==> config.mk <==
export PLATFORM = sky130hd
export DESIGN_NAME = dsb_sram_port
export DESIGN_NICKNAME = d
export VERILOG_FILES = /design/src/include/dsb_pkg.sv /design/src/design/dsb_sync2.sv /design/src/design/dsb_sram_port.sv
export SDC_FILE = /design/constraint.sdc
export NUM_CORES = 2
export LEC_CHECK = 0
export BUFFER_PORTS_ARGS = -buffer_cell sky130_fd_sc_hd__clkbuf_2
export CORE_MARGIN = 2
export CORE_UTILIZATION = 50
export DETAILED_ROUTE_END_ITERATION = 6
export PLACE_DENSITY = 0.66
export REMOVE_ABC_BUFFERS = 1
export SETUP_SLACK_MARGIN = 0.15
export SYNTH_ARGS = -nofsm -noshare
export SYNTH_HDL_FRONTEND = slang
export SYNTH_HIERARCHICAL = 1
export SYNTH_SLANG_ARGS = --single-unit
==> constraint.sdc <==
create_clock -name mclk -period 123.9 [get_ports mclk]
set_clock_uncertainty 0.2 [all_clocks]
set_input_delay 6.195 -clock mclk [delete_from_list [all_inputs] [get_ports mclk]]
set_output_delay 6.195 -clock mclk [all_outputs]
set_load 0.01 [all_outputs]
==> src/include/dsb_pkg.sv <==
`default_nettype none

package dsb_pkg;

    // ****************************************************************
    // widths and storage
    // ****************************************************************
    localparam int WORD_W = 18;          // one data beat
    localparam int LANES = 2;            // byte lanes per word
    localparam int LANE_W = 9;           // bits per byte lane
    localparam int ADDR_W = 5;           // modelled address bits
    localparam int DEPTH = 2 ** ADDR_W;  // stored words
    localparam int BEATS = 2;            // words per address

    // packed pin bundle carried through the synchroniser
    localparam int CLK_BITS = 4;
    localparam int CTL_BITS = 4;
    localparam int PIN_W = CLK_BITS + CTL_BITS + ADDR_W + LANES + WORD_W;

    // ****************************************************************
    // bit positions inside the clock group
    // ****************************************************************
    localparam int CK_K = 0;
    localparam int CK_KN = 1;
    localparam int CK_C = 2;
    localparam int CK_CN = 3;

    // ****************************************************************
    // read latency in launch-clock half periods
    // ****************************************************************
    localparam logic [1:0] LAT_DLL_ON = 2'h3;   // 1.5 cycles
    localparam logic [1:0] LAT_DLL_OFF = 2'h2;  // 1 cycle

    // ****************************************************************
    // output clock presence detection
    // ****************************************************************
    localparam int CLK_PERIOD_NS = 25;
    localparam int C_TIMEOUT_NS = 400;
    localparam int C_TIMEOUT_INT =
        (C_TIMEOUT_NS + CLK_PERIOD_NS - 1) / CLK_PERIOD_NS;
    localparam logic [5:0] C_TIMEOUT_CYC = C_TIMEOUT_INT[5:0];

    // ****************************************************************
    // reset values
    // ****************************************************************
    localparam logic [WORD_W-1:0] DQ_RESET = 18'h0_0000;

    // write sequencer states
    typedef enum logic [3:0] {
        ST_IDLE = 4'h1,
        ST_WORD0 = 4'h2,
        ST_WORD1 = 4'h4,
        ST_COMMIT = 4'h8
    } dsb_wstate_t;

endpackage

`default_nettype wire

==> src/design/dsb_sync2.sv <==
`timescale 1ns/1ps
`default_nettype none

module dsb_sync2 #(
    parameter int W = 1
) (
    input wire logic mclk,
    input wire logic rst,
    input wire logic [W-1:0] async_in,
    output logic [W-1:0] sync_out
);

    logic [W-1:0] meta_q;
    logic [W-1:0] meta_d;
    logic [W-1:0] sync_q;
    logic [W-1:0] sync_d;

    // first stage feeds only the second stage
    always_comb begin
        meta_d = async_in;
        sync_d = meta_q;
    end

    // two flops on every pin, idle high in reset so no false edge follows
    always_ff @(posedge mclk) begin
        if (rst) begin
            meta_q <= '1;
            sync_q <= '1;
        end else begin
            meta_q <= meta_d;
            sync_q <= sync_d;
        end
    end

    assign sync_out = sync_q;

endmodule

`default_nettype wire

==> src/design/dsb_sram_port.sv <==
// Notes on behaviour
// - address taken on alternate input clock rises
// - write words on input clock, then complement
// - read words launched on output clock pair
// - no output clocks: launch on input pair
// - every address carries two successive words
// - narrow organisation: burst counter starts zero
// - wide organisation: counter loads address bit zero
// - dll on: read latency one and half
// - dll off: read latency one cycle
// - writes finish by internal self timing
// - all synchronous inputs registered first
// - echo clocks follow launched read data
`timescale 1ns/1ps
`default_nettype none

module dsb_sram_port (
    input wire logic mclk,
    input wire logic rst,
    input wire logic link_k,
    input wire logic link_k_n,
    input wire logic out_clk_c,
    input wire logic out_clk_c_n,
    input wire logic [dsb_pkg::ADDR_W-1:0] address,
    input wire logic load_strobe_n,
    input wire logic read_write,
    input wire logic [dsb_pkg::LANES-1:0] byte_write_select_n,
    input wire logic [dsb_pkg::WORD_W-1:0] dq_in,
    input wire logic dll_disable,
    input wire logic narrow_org,
    output logic [dsb_pkg::WORD_W-1:0] dq_out,
    output logic dq_oe_n,
    output logic echo_clock,
    output logic echo_clock_n,
    output logic out_clk_used
);
    import dsb_pkg::*;

    // ****************************************************************
    // pin synchronisers
    // ****************************************************************
    logic [PIN_W-1:0] pins_raw;
    logic [PIN_W-1:0] pins_s;
    logic [CLK_BITS-1:0] clk_s;
    logic [CLK_BITS-1:0] clk_prev_q;
    logic [CLK_BITS-1:0] clk_prev_d;
    logic [CLK_BITS-1:0] clk_rise;
    logic ld_n_s;
    logic rw_s;
    logic dll_off_s;
    logic narrow_s;
    logic [ADDR_W-1:0] addr_s;
    logic [LANES-1:0] bws_n_s;
    logic [WORD_W-1:0] dq_s;

    // every pin passes two flops before use
    assign pins_raw = {dq_in, byte_write_select_n, address, narrow_org,
                       dll_disable, read_write, load_strobe_n,
                       out_clk_c_n, out_clk_c, link_k_n, link_k};

    dsb_sync2 #(.W(PIN_W)) u_sync (
        .mclk(mclk),
        .rst(rst),
        .async_in(pins_raw),
        .sync_out(pins_s)
    );

    // unpack the synchronised bundle
    assign clk_s = pins_s[CLK_BITS-1:0];
    assign ld_n_s = pins_s[CLK_BITS];
    assign rw_s = pins_s[CLK_BITS+1];
    assign dll_off_s = pins_s[CLK_BITS+2];
    assign narrow_s = pins_s[CLK_BITS+3];
    assign addr_s = pins_s[CLK_BITS+CTL_BITS +: ADDR_W];
    assign bws_n_s = pins_s[CLK_BITS+CTL_BITS+ADDR_W +: LANES];
    assign dq_s = pins_s[PIN_W-1 -: WORD_W];

    // rising edges of the four link clocks
    assign clk_rise = clk_s & ~clk_prev_q;

    always_comb begin
        clk_prev_d = clk_s;
    end

    always_ff @(posedge mclk) begin
        if (rst) begin
            clk_prev_q <= '1; // matches idle bundle, no rise after reset
        end else begin
            clk_prev_q <= clk_prev_d;
        end
    end

    // ****************************************************************
    // burst word addressing
    // ****************************************************************
    // word slot for a beat: counter start from a0 or from zero
    function automatic logic [ADDR_W-1:0] word_index(
        input logic [ADDR_W-1:0] addr,
        input logic narrow,
        input logic beat
    );
        logic start;
        start = narrow ? 1'b0 : addr[0];
        word_index = {addr[ADDR_W-1:1], start ^ beat};
    endfunction

    // ****************************************************************
    // output clock presence and launch edge choice
    // ****************************************************************
    logic [5:0] c_idle_q;
    logic [5:0] c_idle_d;
    logic use_c;
    logic launch_edge;

    assign use_c = (c_idle_q < C_TIMEOUT_CYC);

    // output pair counts as present while it keeps toggling
    always_comb begin
        c_idle_d = c_idle_q;
        if (clk_rise[CK_C] | clk_rise[CK_CN]) begin
            c_idle_d = '0;
        end else if (c_idle_q < C_TIMEOUT_CYC) begin
            c_idle_d = c_idle_q + 6'h1;
        end
    end

    // rising edge of either clock of the launch pair
    assign launch_edge = use_c ?
        (clk_rise[CK_C] | clk_rise[CK_CN]) :
        (clk_rise[CK_K] | clk_rise[CK_KN]);

    always_ff @(posedge mclk) begin
        if (rst) begin
            c_idle_q <= C_TIMEOUT_CYC;
        end else begin
            c_idle_q <= c_idle_d;
        end
    end

    // ****************************************************************
    // storage array
    // ****************************************************************
    logic [WORD_W-1:0] mem_q [DEPTH];
    logic [WORD_W-1:0] mem_d [DEPTH];

    // ****************************************************************
    // command capture and write sequencer
    // ****************************************************************
    dsb_wstate_t wst_q;
    dsb_wstate_t wst_d;
    logic alt_q;
    logic alt_d;
    logic [ADDR_W-1:0] wr_addr_q;
    logic [ADDR_W-1:0] wr_addr_d;
    logic wr_narrow_q;
    logic wr_narrow_d;
    logic [WORD_W-1:0] wr_word_q [BEATS];
    logic [WORD_W-1:0] wr_word_d [BEATS];
    logic [LANES-1:0] wr_mask_n_q [BEATS];
    logic [LANES-1:0] wr_mask_n_d [BEATS];
    logic addr_edge;
    logic load_rd;
    logic load_wr;

    // an address edge is a k rise other than the one right after a load
    assign addr_edge = clk_rise[CK_K] & ~alt_q;
    assign load_rd = addr_edge & ~ld_n_s & rw_s;
    assign load_wr = addr_edge & ~ld_n_s & ~rw_s;

    // sequencer next state and captured write beats
    always_comb begin
        wst_d = wst_q;
        alt_d = alt_q;
        wr_addr_d = wr_addr_q;
        wr_narrow_d = wr_narrow_q;
        wr_word_d = wr_word_q;
        wr_mask_n_d = wr_mask_n_q;
        if (load_rd | load_wr) begin
            alt_d = 1'b1;
        end else if (clk_rise[CK_K]) begin
            alt_d = 1'b0;
        end
        unique case (wst_q)
            ST_IDLE: begin
                if (load_wr) begin
                    wr_addr_d = addr_s;
                    wr_narrow_d = narrow_s;
                    wst_d = ST_WORD0;
                end
            end
            ST_WORD0: begin
                if (clk_rise[CK_K]) begin
                    wr_word_d[0] = dq_s;
                    wr_mask_n_d[0] = bws_n_s;
                    wst_d = ST_WORD1;
                end
            end
            ST_WORD1: begin
                if (clk_rise[CK_KN]) begin
                    wr_word_d[1] = dq_s;
                    wr_mask_n_d[1] = bws_n_s;
                    wst_d = ST_COMMIT;
                end
            end
            ST_COMMIT: begin
                wst_d = ST_IDLE;
            end
        endcase
    end

    always_ff @(posedge mclk) begin
        if (rst) begin
            wst_q <= ST_IDLE;
            alt_q <= 1'b0;
            wr_addr_q <= '0;
            wr_narrow_q <= 1'b0;
            wr_word_q <= '{default: '0};
            wr_mask_n_q <= '{default: '1};
        end else begin
            wst_q <= wst_d;
            alt_q <= alt_d;
            wr_addr_q <= wr_addr_d;
            wr_narrow_q <= wr_narrow_d;
            wr_word_q <= wr_word_d;
            wr_mask_n_q <= wr_mask_n_d;
        end
    end

    // self-timed commit of both beats, lane by lane
    always_comb begin
        mem_d = mem_q;
        if (wst_q == ST_COMMIT) begin
            for (int b = 0; b < BEATS; b++) begin
                for (int l = 0; l < LANES; l++) begin
                    if (!wr_mask_n_q[b][l]) begin
                        mem_d[word_index(wr_addr_q, wr_narrow_q,
                              b[0])][l*LANE_W +: LANE_W] =
                            wr_word_q[b][l*LANE_W +: LANE_W];
                    end
                end
            end
        end
    end

    // data array needs no reset
    always_ff @(posedge mclk) begin
        mem_q <= mem_d;
    end

    // ****************************************************************
    // read pipeline and output stage
    // ****************************************************************
    logic rd_busy_q;
    logic rd_busy_d;
    logic [1:0] rd_cnt_q;
    logic [1:0] rd_cnt_d;
    logic [WORD_W-1:0] rd_word0_q;
    logic [WORD_W-1:0] rd_word0_d;
    logic [WORD_W-1:0] rd_word1_q;
    logic [WORD_W-1:0] rd_word1_d;
    logic [WORD_W-1:0] dq_out_q;
    logic [WORD_W-1:0] dq_out_d;
    logic dq_oe_n_q;
    logic dq_oe_n_d;
    logic echo_q;
    logic echo_d;
    logic echo_n_q;
    logic echo_n_d;
    logic used_q;
    logic used_d;

    // count launch edges down to the first word, then send the second
    always_comb begin
        rd_busy_d = rd_busy_q;
        rd_cnt_d = rd_cnt_q;
        rd_word0_d = rd_word0_q;
        rd_word1_d = rd_word1_q;
        dq_out_d = dq_out_q;
        dq_oe_n_d = dq_oe_n_q;
        if (launch_edge) begin
            if (rd_busy_q && rd_cnt_q > 2'h1) begin
                rd_cnt_d = rd_cnt_q - 2'h1;
            end else if (rd_busy_q && rd_cnt_q == 2'h1) begin
                rd_cnt_d = 2'h0;
                dq_out_d = rd_word0_q;
                dq_oe_n_d = 1'b0;
            end else if (rd_busy_q) begin
                rd_busy_d = 1'b0;
                dq_out_d = rd_word1_q;
                dq_oe_n_d = 1'b0;
            end else begin
                dq_oe_n_d = 1'b1;
            end
        end
        if (load_rd) begin
            rd_busy_d = 1'b1;
            rd_cnt_d = dll_off_s ? LAT_DLL_OFF : LAT_DLL_ON;
            rd_word0_d = mem_q[word_index(addr_s, narrow_s, 1'b0)];
            rd_word1_d = mem_q[word_index(addr_s, narrow_s, 1'b1)];
        end
    end

    // echo pair copies the launch pair beside the data
    always_comb begin
        echo_d = use_c ? clk_s[CK_C] : clk_s[CK_K];
        echo_n_d = use_c ? clk_s[CK_CN] : clk_s[CK_KN];
        used_d = use_c;
    end

    always_ff @(posedge mclk) begin
        if (rst) begin
            rd_busy_q <= 1'b0;
            rd_cnt_q <= 2'h0;
            rd_word0_q <= DQ_RESET;
            rd_word1_q <= DQ_RESET;
            dq_out_q <= DQ_RESET;
            dq_oe_n_q <= 1'b1;
            echo_q <= 1'b0;
            echo_n_q <= 1'b0;
            used_q <= 1'b0;
        end else begin
            rd_busy_q <= rd_busy_d;
            rd_cnt_q <= rd_cnt_d;
            rd_word0_q <= rd_word0_d;
            rd_word1_q <= rd_word1_d;
            dq_out_q <= dq_out_d;
            dq_oe_n_q <= dq_oe_n_d;
            echo_q <= echo_d;
            echo_n_q <= echo_n_d;
            used_q <= used_d;
        end
    end

    // outputs straight from flops
    assign dq_out = dq_out_q;
    assign dq_oe_n = dq_oe_n_q;
    assign echo_clock = echo_q;
    assign echo_clock_n = echo_n_q;
    assign out_clk_used = used_q;

endmodule

`default_nettype wire

# Word level (Yosys, flattened, before mapping)
# Index checks and enable logic that the tools add are counted.
dict set report totals {
  register_bits 764
  latch_bits 0
  mem_bits_rw 0
  mem_bits_ro 0
  input_bits 35
  out_inout_bits 22
  elab_cells 162
  n_memories 0
}
dict set report classes {
  addsub 2
  n_mul 0
  div_mod_pow 0
  order_cmp 8
  eq_ne 10
  shifts 0
  mux 51
  n_bitwise 19
  reduce_logical 18
}
# op count
set ops {}
lappend ops {{576-bit two-way mux} 7}
lappend ops {{576-bit bitwise mux} 4}
lappend ops {{18-bit demux with 5-bit select} 4}
lappend ops {{18-bit binary-select mux with 5-bit select} 2}
lappend ops {{18-bit two-way mux} 8}
lappend ops {{6-bit greater-or-equal comparator, second input constant} 4}
lappend ops {{5-bit inverter with 6-bit output} 4}
lappend ops {{9-bit two-way mux} 2}
lappend ops {{4-bit case mux with 4 select lines} 1}
lappend ops {{1-bit two-way mux} 14}
lappend ops {{6-bit by 1-bit less-than comparator with 1-bit output, second input constant} 2}
lappend ops {{4-bit two-way mux} 3}
lappend ops {{5-bit two-way mux} 2}
lappend ops {{2-bit != test, second input constant} 5}
lappend ops {{2-bit AND reduction} 5}
lappend ops {{3-bit AND reduction} 3}
lappend ops {{2-bit two-way mux} 4}
lappend ops {{2-bit nonzero test} 4}
lappend ops {{6-bit by 1-bit adder with 6-bit output, second input constant} 1}
lappend ops {{6-bit by 5-bit less-than comparator with 1-bit output, second input constant} 1}
lappend ops {{1-bit inverter} 6}
lappend ops {{1-bit AND} 4}
lappend ops {{4-bit AND} 1}
lappend ops {{4-bit by 1-bit equality test with 1-bit output, second input constant} 1}
lappend ops {{11 further kinds} 16}

# Longest topological paths before layout
dict set report depth {
  word_depth 17
  ltp_mapped 11
  mapped_depth_nobuf 7
}

# Hierarchy
# Netlist, hierarchy kept.
# module instances cells_each area_per_inst_um2 seq_area_each_um2
set by_module_without_submodules {}
lappend by_module_without_submodules {dsb_sram_port 1 4435 44280.0 19738.9}
lappend by_module_without_submodules {dsb_sync2 1 139 1798.0 1321.3}

# Worst setup path after synthesis
# Ideal clock, no wire load.
dict set report synth_path {
  path_kind {reg2reg}
  from {reg wst_q[2]}
  to {reg mem_q[0] (netlist name) (enable)}
  setup_ns 2.225
  t_arrival_ns 39.189
  required_ns 121.475
  path_slack_ns 82.286
  stages_incl_launch_ff 2
  n_path_buf 0
  synth_period_minus_slack_ns 41.614
  cell_sequence {dfxtp_1 nor3_1}
}
dict set report synth_between {
  elab_chain_cells 1
}
# element line
set synth_rtl {}
lappend synth_rtl {{from (decl)} dsb_sram_port.sv:149} ;# dsb_wstate_t wst_q;
lappend synth_rtl {{from (signal assigned)} dsb_sram_port.sv:220} ;# wst_q <= wst_d;
lappend synth_rtl {{4-bit equality test} dsb_sram_port.sv:232} ;# if (wst_q == ST_COMMIT) begin
lappend synth_rtl {{to (signal assigned)} dsb_sram_port.sv:247} ;# mem_q <= mem_d;
lappend synth_rtl {{to (decl)} dsb_sram_port.sv:143} ;# logic [WORD_W-1:0] mem_q [DEPTH];
# No other way between the ends.
# A chain may end at the register's enable or synchronous reset.

# Worst setup path after layout
dict set report layout_path {
  from {in rst}
  to {reg c_idle_q[1]}
}
dict set report layout_between {
  elab_chain_cells 1
}
# element line
set layout_rtl {}
lappend layout_rtl {{from (decl)} dsb_sram_port.sv:19} ;# input wire logic rst,
lappend layout_rtl {{2-bit OR reduction (no line)} --}
lappend layout_rtl {{to (signal assigned)} dsb_sram_port.sv:136} ;# c_idle_q <= c_idle_d;
lappend layout_rtl {{to (decl)} dsb_sram_port.sv:110} ;# logic [5:0] c_idle_q;
# No other way between the ends.

==> metrics.csv <==
stage,metric,value,unit
detailed_routing,drtIter0Drc,5305,
floorplan,dieWidth,307.6,microns
final_layout,n_fill_cell,7929,
synth,synth_top_area_cell,edfxtp_1,
floorplan,io-pin-count,57,
hold_path,hold-path-cell-count,1,
floorplan,die-area,94600,sq um
clock_network,cts_buffer_depth,3,
worst_setup_path,crit_start,rst,
worst_setup_path,cp.depth,4,
synth,synthFlopType,edfxtp_1,
power,clkPwrFrac,0.473,
sta,timing.final.crit_share,0.06203,
clock_network,htreeDepth,3,
synth,synth-async-reset-ratio,0,
power,p_sw,0.0001274,W
floorplan,num_rows,111,
sta,maxSlewViolCount,0,
hold_path,min_from,u_sync/meta_q[29]$_SDFF_PP1_,
clock_network,post-cts-setup-buffers,0,
detailed_routing,wl,150400,microns
detailed_routing,antenna_left,0,
power,p_per_area,11.36,nW/um^2
place,numPlacedInstances,5493,
synth,ys_types,64,
clock_network,worst_setup_hold_path_clk_slew,60,ps
sta,slew_headroom,0.09027,
worst_setup_path,worstPathArrival,8030,ps
global_route,antenna_found_initial,6,
sta,worst_pin_slew,1352,ps
clock_network,cts_buffers,87,
detailed_routing,route.detailed.drc,0,
worst_setup_path,rr_startpoint,u_sync/sync_out[7]$_SDFF_PP1_,
detailed_routing,drt_pass1_iterations,6,
floorplan,start_util,0.5035,
synth,ys.warnings.count,6,
clock_network,cts_root_buf,clkbuf_16,
detailed_routing,via_per_inst,6.489,
detailed_routing,wire_per_inst,26.59,microns
place,placed_area,46520,sq um
clock_network,hold_buffers,0,
worst_setup_path,crit_family,buffers and inverters,
power,combPwrFrac,0.039,
hold_path,hold_class,flip-flop to flip-flop,
synth,yosys_register_bits,764,
sta,finalSetupViolations,0,
worst_setup_path,r2r_setup_slack,118580,ps
floorplan,die_h,307.6,microns
global_route,grt_max_degree,196,
clock_network,clk_latency,690,ps
worst_setup_path,cp_cell_sequence,buf_6 -> buf_4 -> or2_2 -> a21oi_1,
worst_setup_path,endpoint_kind,flip-flop,
floorplan,fp.coreArea,91520,sq um
clock_network,clock-sinks,764,
sta,post-route-min-period,7685,ps
final_layout,fin_nets,4433,
synth,yosysTopAreaCellShare,0.3754,
worst_setup_path,path_max_fanout,95,
final_layout,multi_input_area,22860,sq um
sta,rsz0062_at_grt,false,
worst_setup_path,required,124250,ps
power,seq_power_share,0.487,
flow_run,cap_violations,0,
final_layout,layout.area.seq,21070,sq um
worst_setup_path,start_kind,primary input,
global_route,grt_pass1_wl,223400,microns
power,p_leak,14.74,nW
place,dp_hpwl,94630,microns
sta,fmax,130.1,MHz
sta,finalWorstSetupSlack,116220,ps
global_route,grt_use_total,0.3125,
worst_setup_path,path_buf_inv,2,
power,p_total,0.0005615,W
worst_setup_path,crit_path_max_incr_delay,890,ps
synth,yosysSeqAreaShare,0.4571,
final_layout,layout-drive-gt1-share,0.1238,
synth,synth-edff-count,576,
power,swShare,0.2268,
synth,synthTopCellsByArea,"edfxtp_1 (38%), mux2i_1 (16%), nand2_1 (8.5%)",
sta,hold_viol_final,0,
sta,tns,0,ps
worst_setup_path,crit_slowest_cell,buf_4,
global_route,grt_overflow_total,0,
synth,synthesis.area,46080,sq um
worst_setup_path,crit_type,primary input to flip-flop,
place,gp_congestion,0.9046,
power,p_int,0.0004342,W
final_layout,finalInstanceArea,49420,sq um
synth,netlist_instances,4574,
run_status,outcome,completed,
clock_network,cts_resized,0,
detailed_routing,via_count,36700,
power,vdd_drop_max,0.01006,mV
synth,avgSynthCellArea,10.07,sq um
clock_network,cts_tree,built,
place,dp_slack,115590,ps
global_route,grt_pass1_vias,34160,
final_layout,final_cells,5655,
place,portBuffers,56,
final_layout,syn2layout_area_growth,7.264,%
worst_setup_path,reg2reg_depth,9,
-- final timing paths --
kind,end
worst max-delay path,c_idle_q[1]$_SDFFE_PP0P_
worst min-delay path,u_sync/sync_out[29]$_SDFF_PP1_
worst max register to register,rd_word0_q[17]$_SDFFE_PP0P_
worst min register to register,u_sync/sync_out[29]$_SDFF_PP1_
-- layout make-up --
class	instances	area share
Inverter	6	0.0004557
Clock inverter	30	0.005164
Sequential cell	764	0.4262
Antenna cell	2	0.0001013
Multi-Input combinational cell	3378	0.4624
Timing Repair Buffer	159	0.02220
Clock buffer	130	0.05339
Tap cell	1186	0.03002
-- stage by stage --
| step | hold WS, ps | utilization |
|---|---|---|
| floorplan | 183.2 | - |
| global placement | 185.9 | 0.5083 |
| detailed placement | 189.9 | 0.5083 |
| CTS | 202.6 | 0.5399 |
| global route | 213.7 | 0.5400 |
| finish | 198.4 | 0.5400 |
-- layout by cell type (no fill, tap or decap), types with 16 or more instances in the layout --
| cell | n |
|---|---|
| a2111oi_2 | 16 |
| a211oi_1 | 43 |
| a21oi_1 | 83 |
| a22o_1 | 16 |
| a311oi_1 | 23 |
| a31oi_1 | 36 |
| a32oi_1 | 31 |
| and3b_1 | 21 |
| buf_4 | 100 |
| clkbuf_1 | 18 |
| clkbuf_16 | 93 |
| clkbuf_2 | 57 |
| clkbuf_8 | 17 |
| dfxtp_1 | 185 |
| edfxtp_1 | 576 |
| mux2i_1 | 722 |
| mux4_2 | 118 |
| nand2_1 | 1040 |
| nand3_1 | 124 |
| nor2_1 | 127 |
| nor2_2 | 32 |
| nor2_4 | 33 |
| nor4_1 | 21 |
| o21ai_0 | 567 |
| o21bai_1 | 18 |
| o22ai_1 | 83 |
| or2_1 | 41 |
| or2_2 | 34 |
-- state kept, by name, summed over array words and instances (netlist names), 2 cells and up --
register         cells
u_sync/meta_q       33
mem_q              576
rd_cnt_q             2
clk_prev_q           4
rd_word1_q          18
u_sync/sync_out     33
wr_addr_q            5
wr_word_q           36
c_idle_q             6
wr_mask_n_q          4
rd_word0_q          18
dq_out              18
wst_q                4
-- cell usage after synthesis (7+ instances only) --
master and instances:
a2111oi_0 7, a2111oi_2 15, a211oi_1 43, a21oi_1 83
a22o_1 16, a311oi_1 23, a31oi_1 36, a32oi_1 31
and3b_1 21, buf_1 33, buf_12 10, buf_2 93
buf_4 14, buf_6 27, clkbuf_1 231, clkbuf_2 13
dfxtp_1 188, edfxtp_1 576, mux2i_1 722, mux4_1 7
mux4_2 118, nand2_1 1041, nand2b_1 14, nand3_1 125
nand4_1 15, nor2_1 128, nor2_2 32, nor2_4 32
nor2b_1 10, nor4_1 21, o21ai_0 567, o21ai_1 15
o21bai_1 18, o22ai_1 83, or2_1 41, or2_2 34
or3_1 11
-- cells by family (layout without fill, tap and decap cells) --
group | count (synthesis) | after routing | share of synthesized area
buffers and inverters | 432 | 325 | 0.04836
AO/OA/AOI/OAI | 975 | 975 | 0.1254
AND/OR/NAND/NOR | 1550 | 1550 | 0.1494
multiplexers | 847 | 847 | 0.2185
flip-flops | 764 | 764 | 0.4571
XOR/XNOR | 4 | 4 | 0.0007605
other | 0 | 2 | 0
adder cells (fa/ha/maj) | 2 | 2 | 0.0005430
-- metal layers --
layer / part of all wire / global-route usage / up-vias / wire length (microns)
met5: 0.00032 / 0 / - / 48
met4: 0.048 / 0.1301 / 8 / 7164
met3: 0.12 / 0.07783 / 393 / 18300
met2: 0.43 / 0.4609 / 2317 / 64460
met1: 0.40 / 0.4390 / 17560 / 60420
li1: - / - / 16420 / -
-- power groups by stage --
stage / sequential [W] / combinational, W / clock (W)
final: 0.000274 / 0.0000220 / 0.000266
after global routing: 0.000274 / 0.0000229 / 0.000277
after CTS: 0.000274 / 0.0000213 / 0.000268
after detailed placement: 0.000279 / 0.0000212 / 0
after global placement: 0.000279 / 0.0000210 / 0
after floorplan: 0.000279 / 0.0000185 / 0
Power figures use the tool's default switching activity.
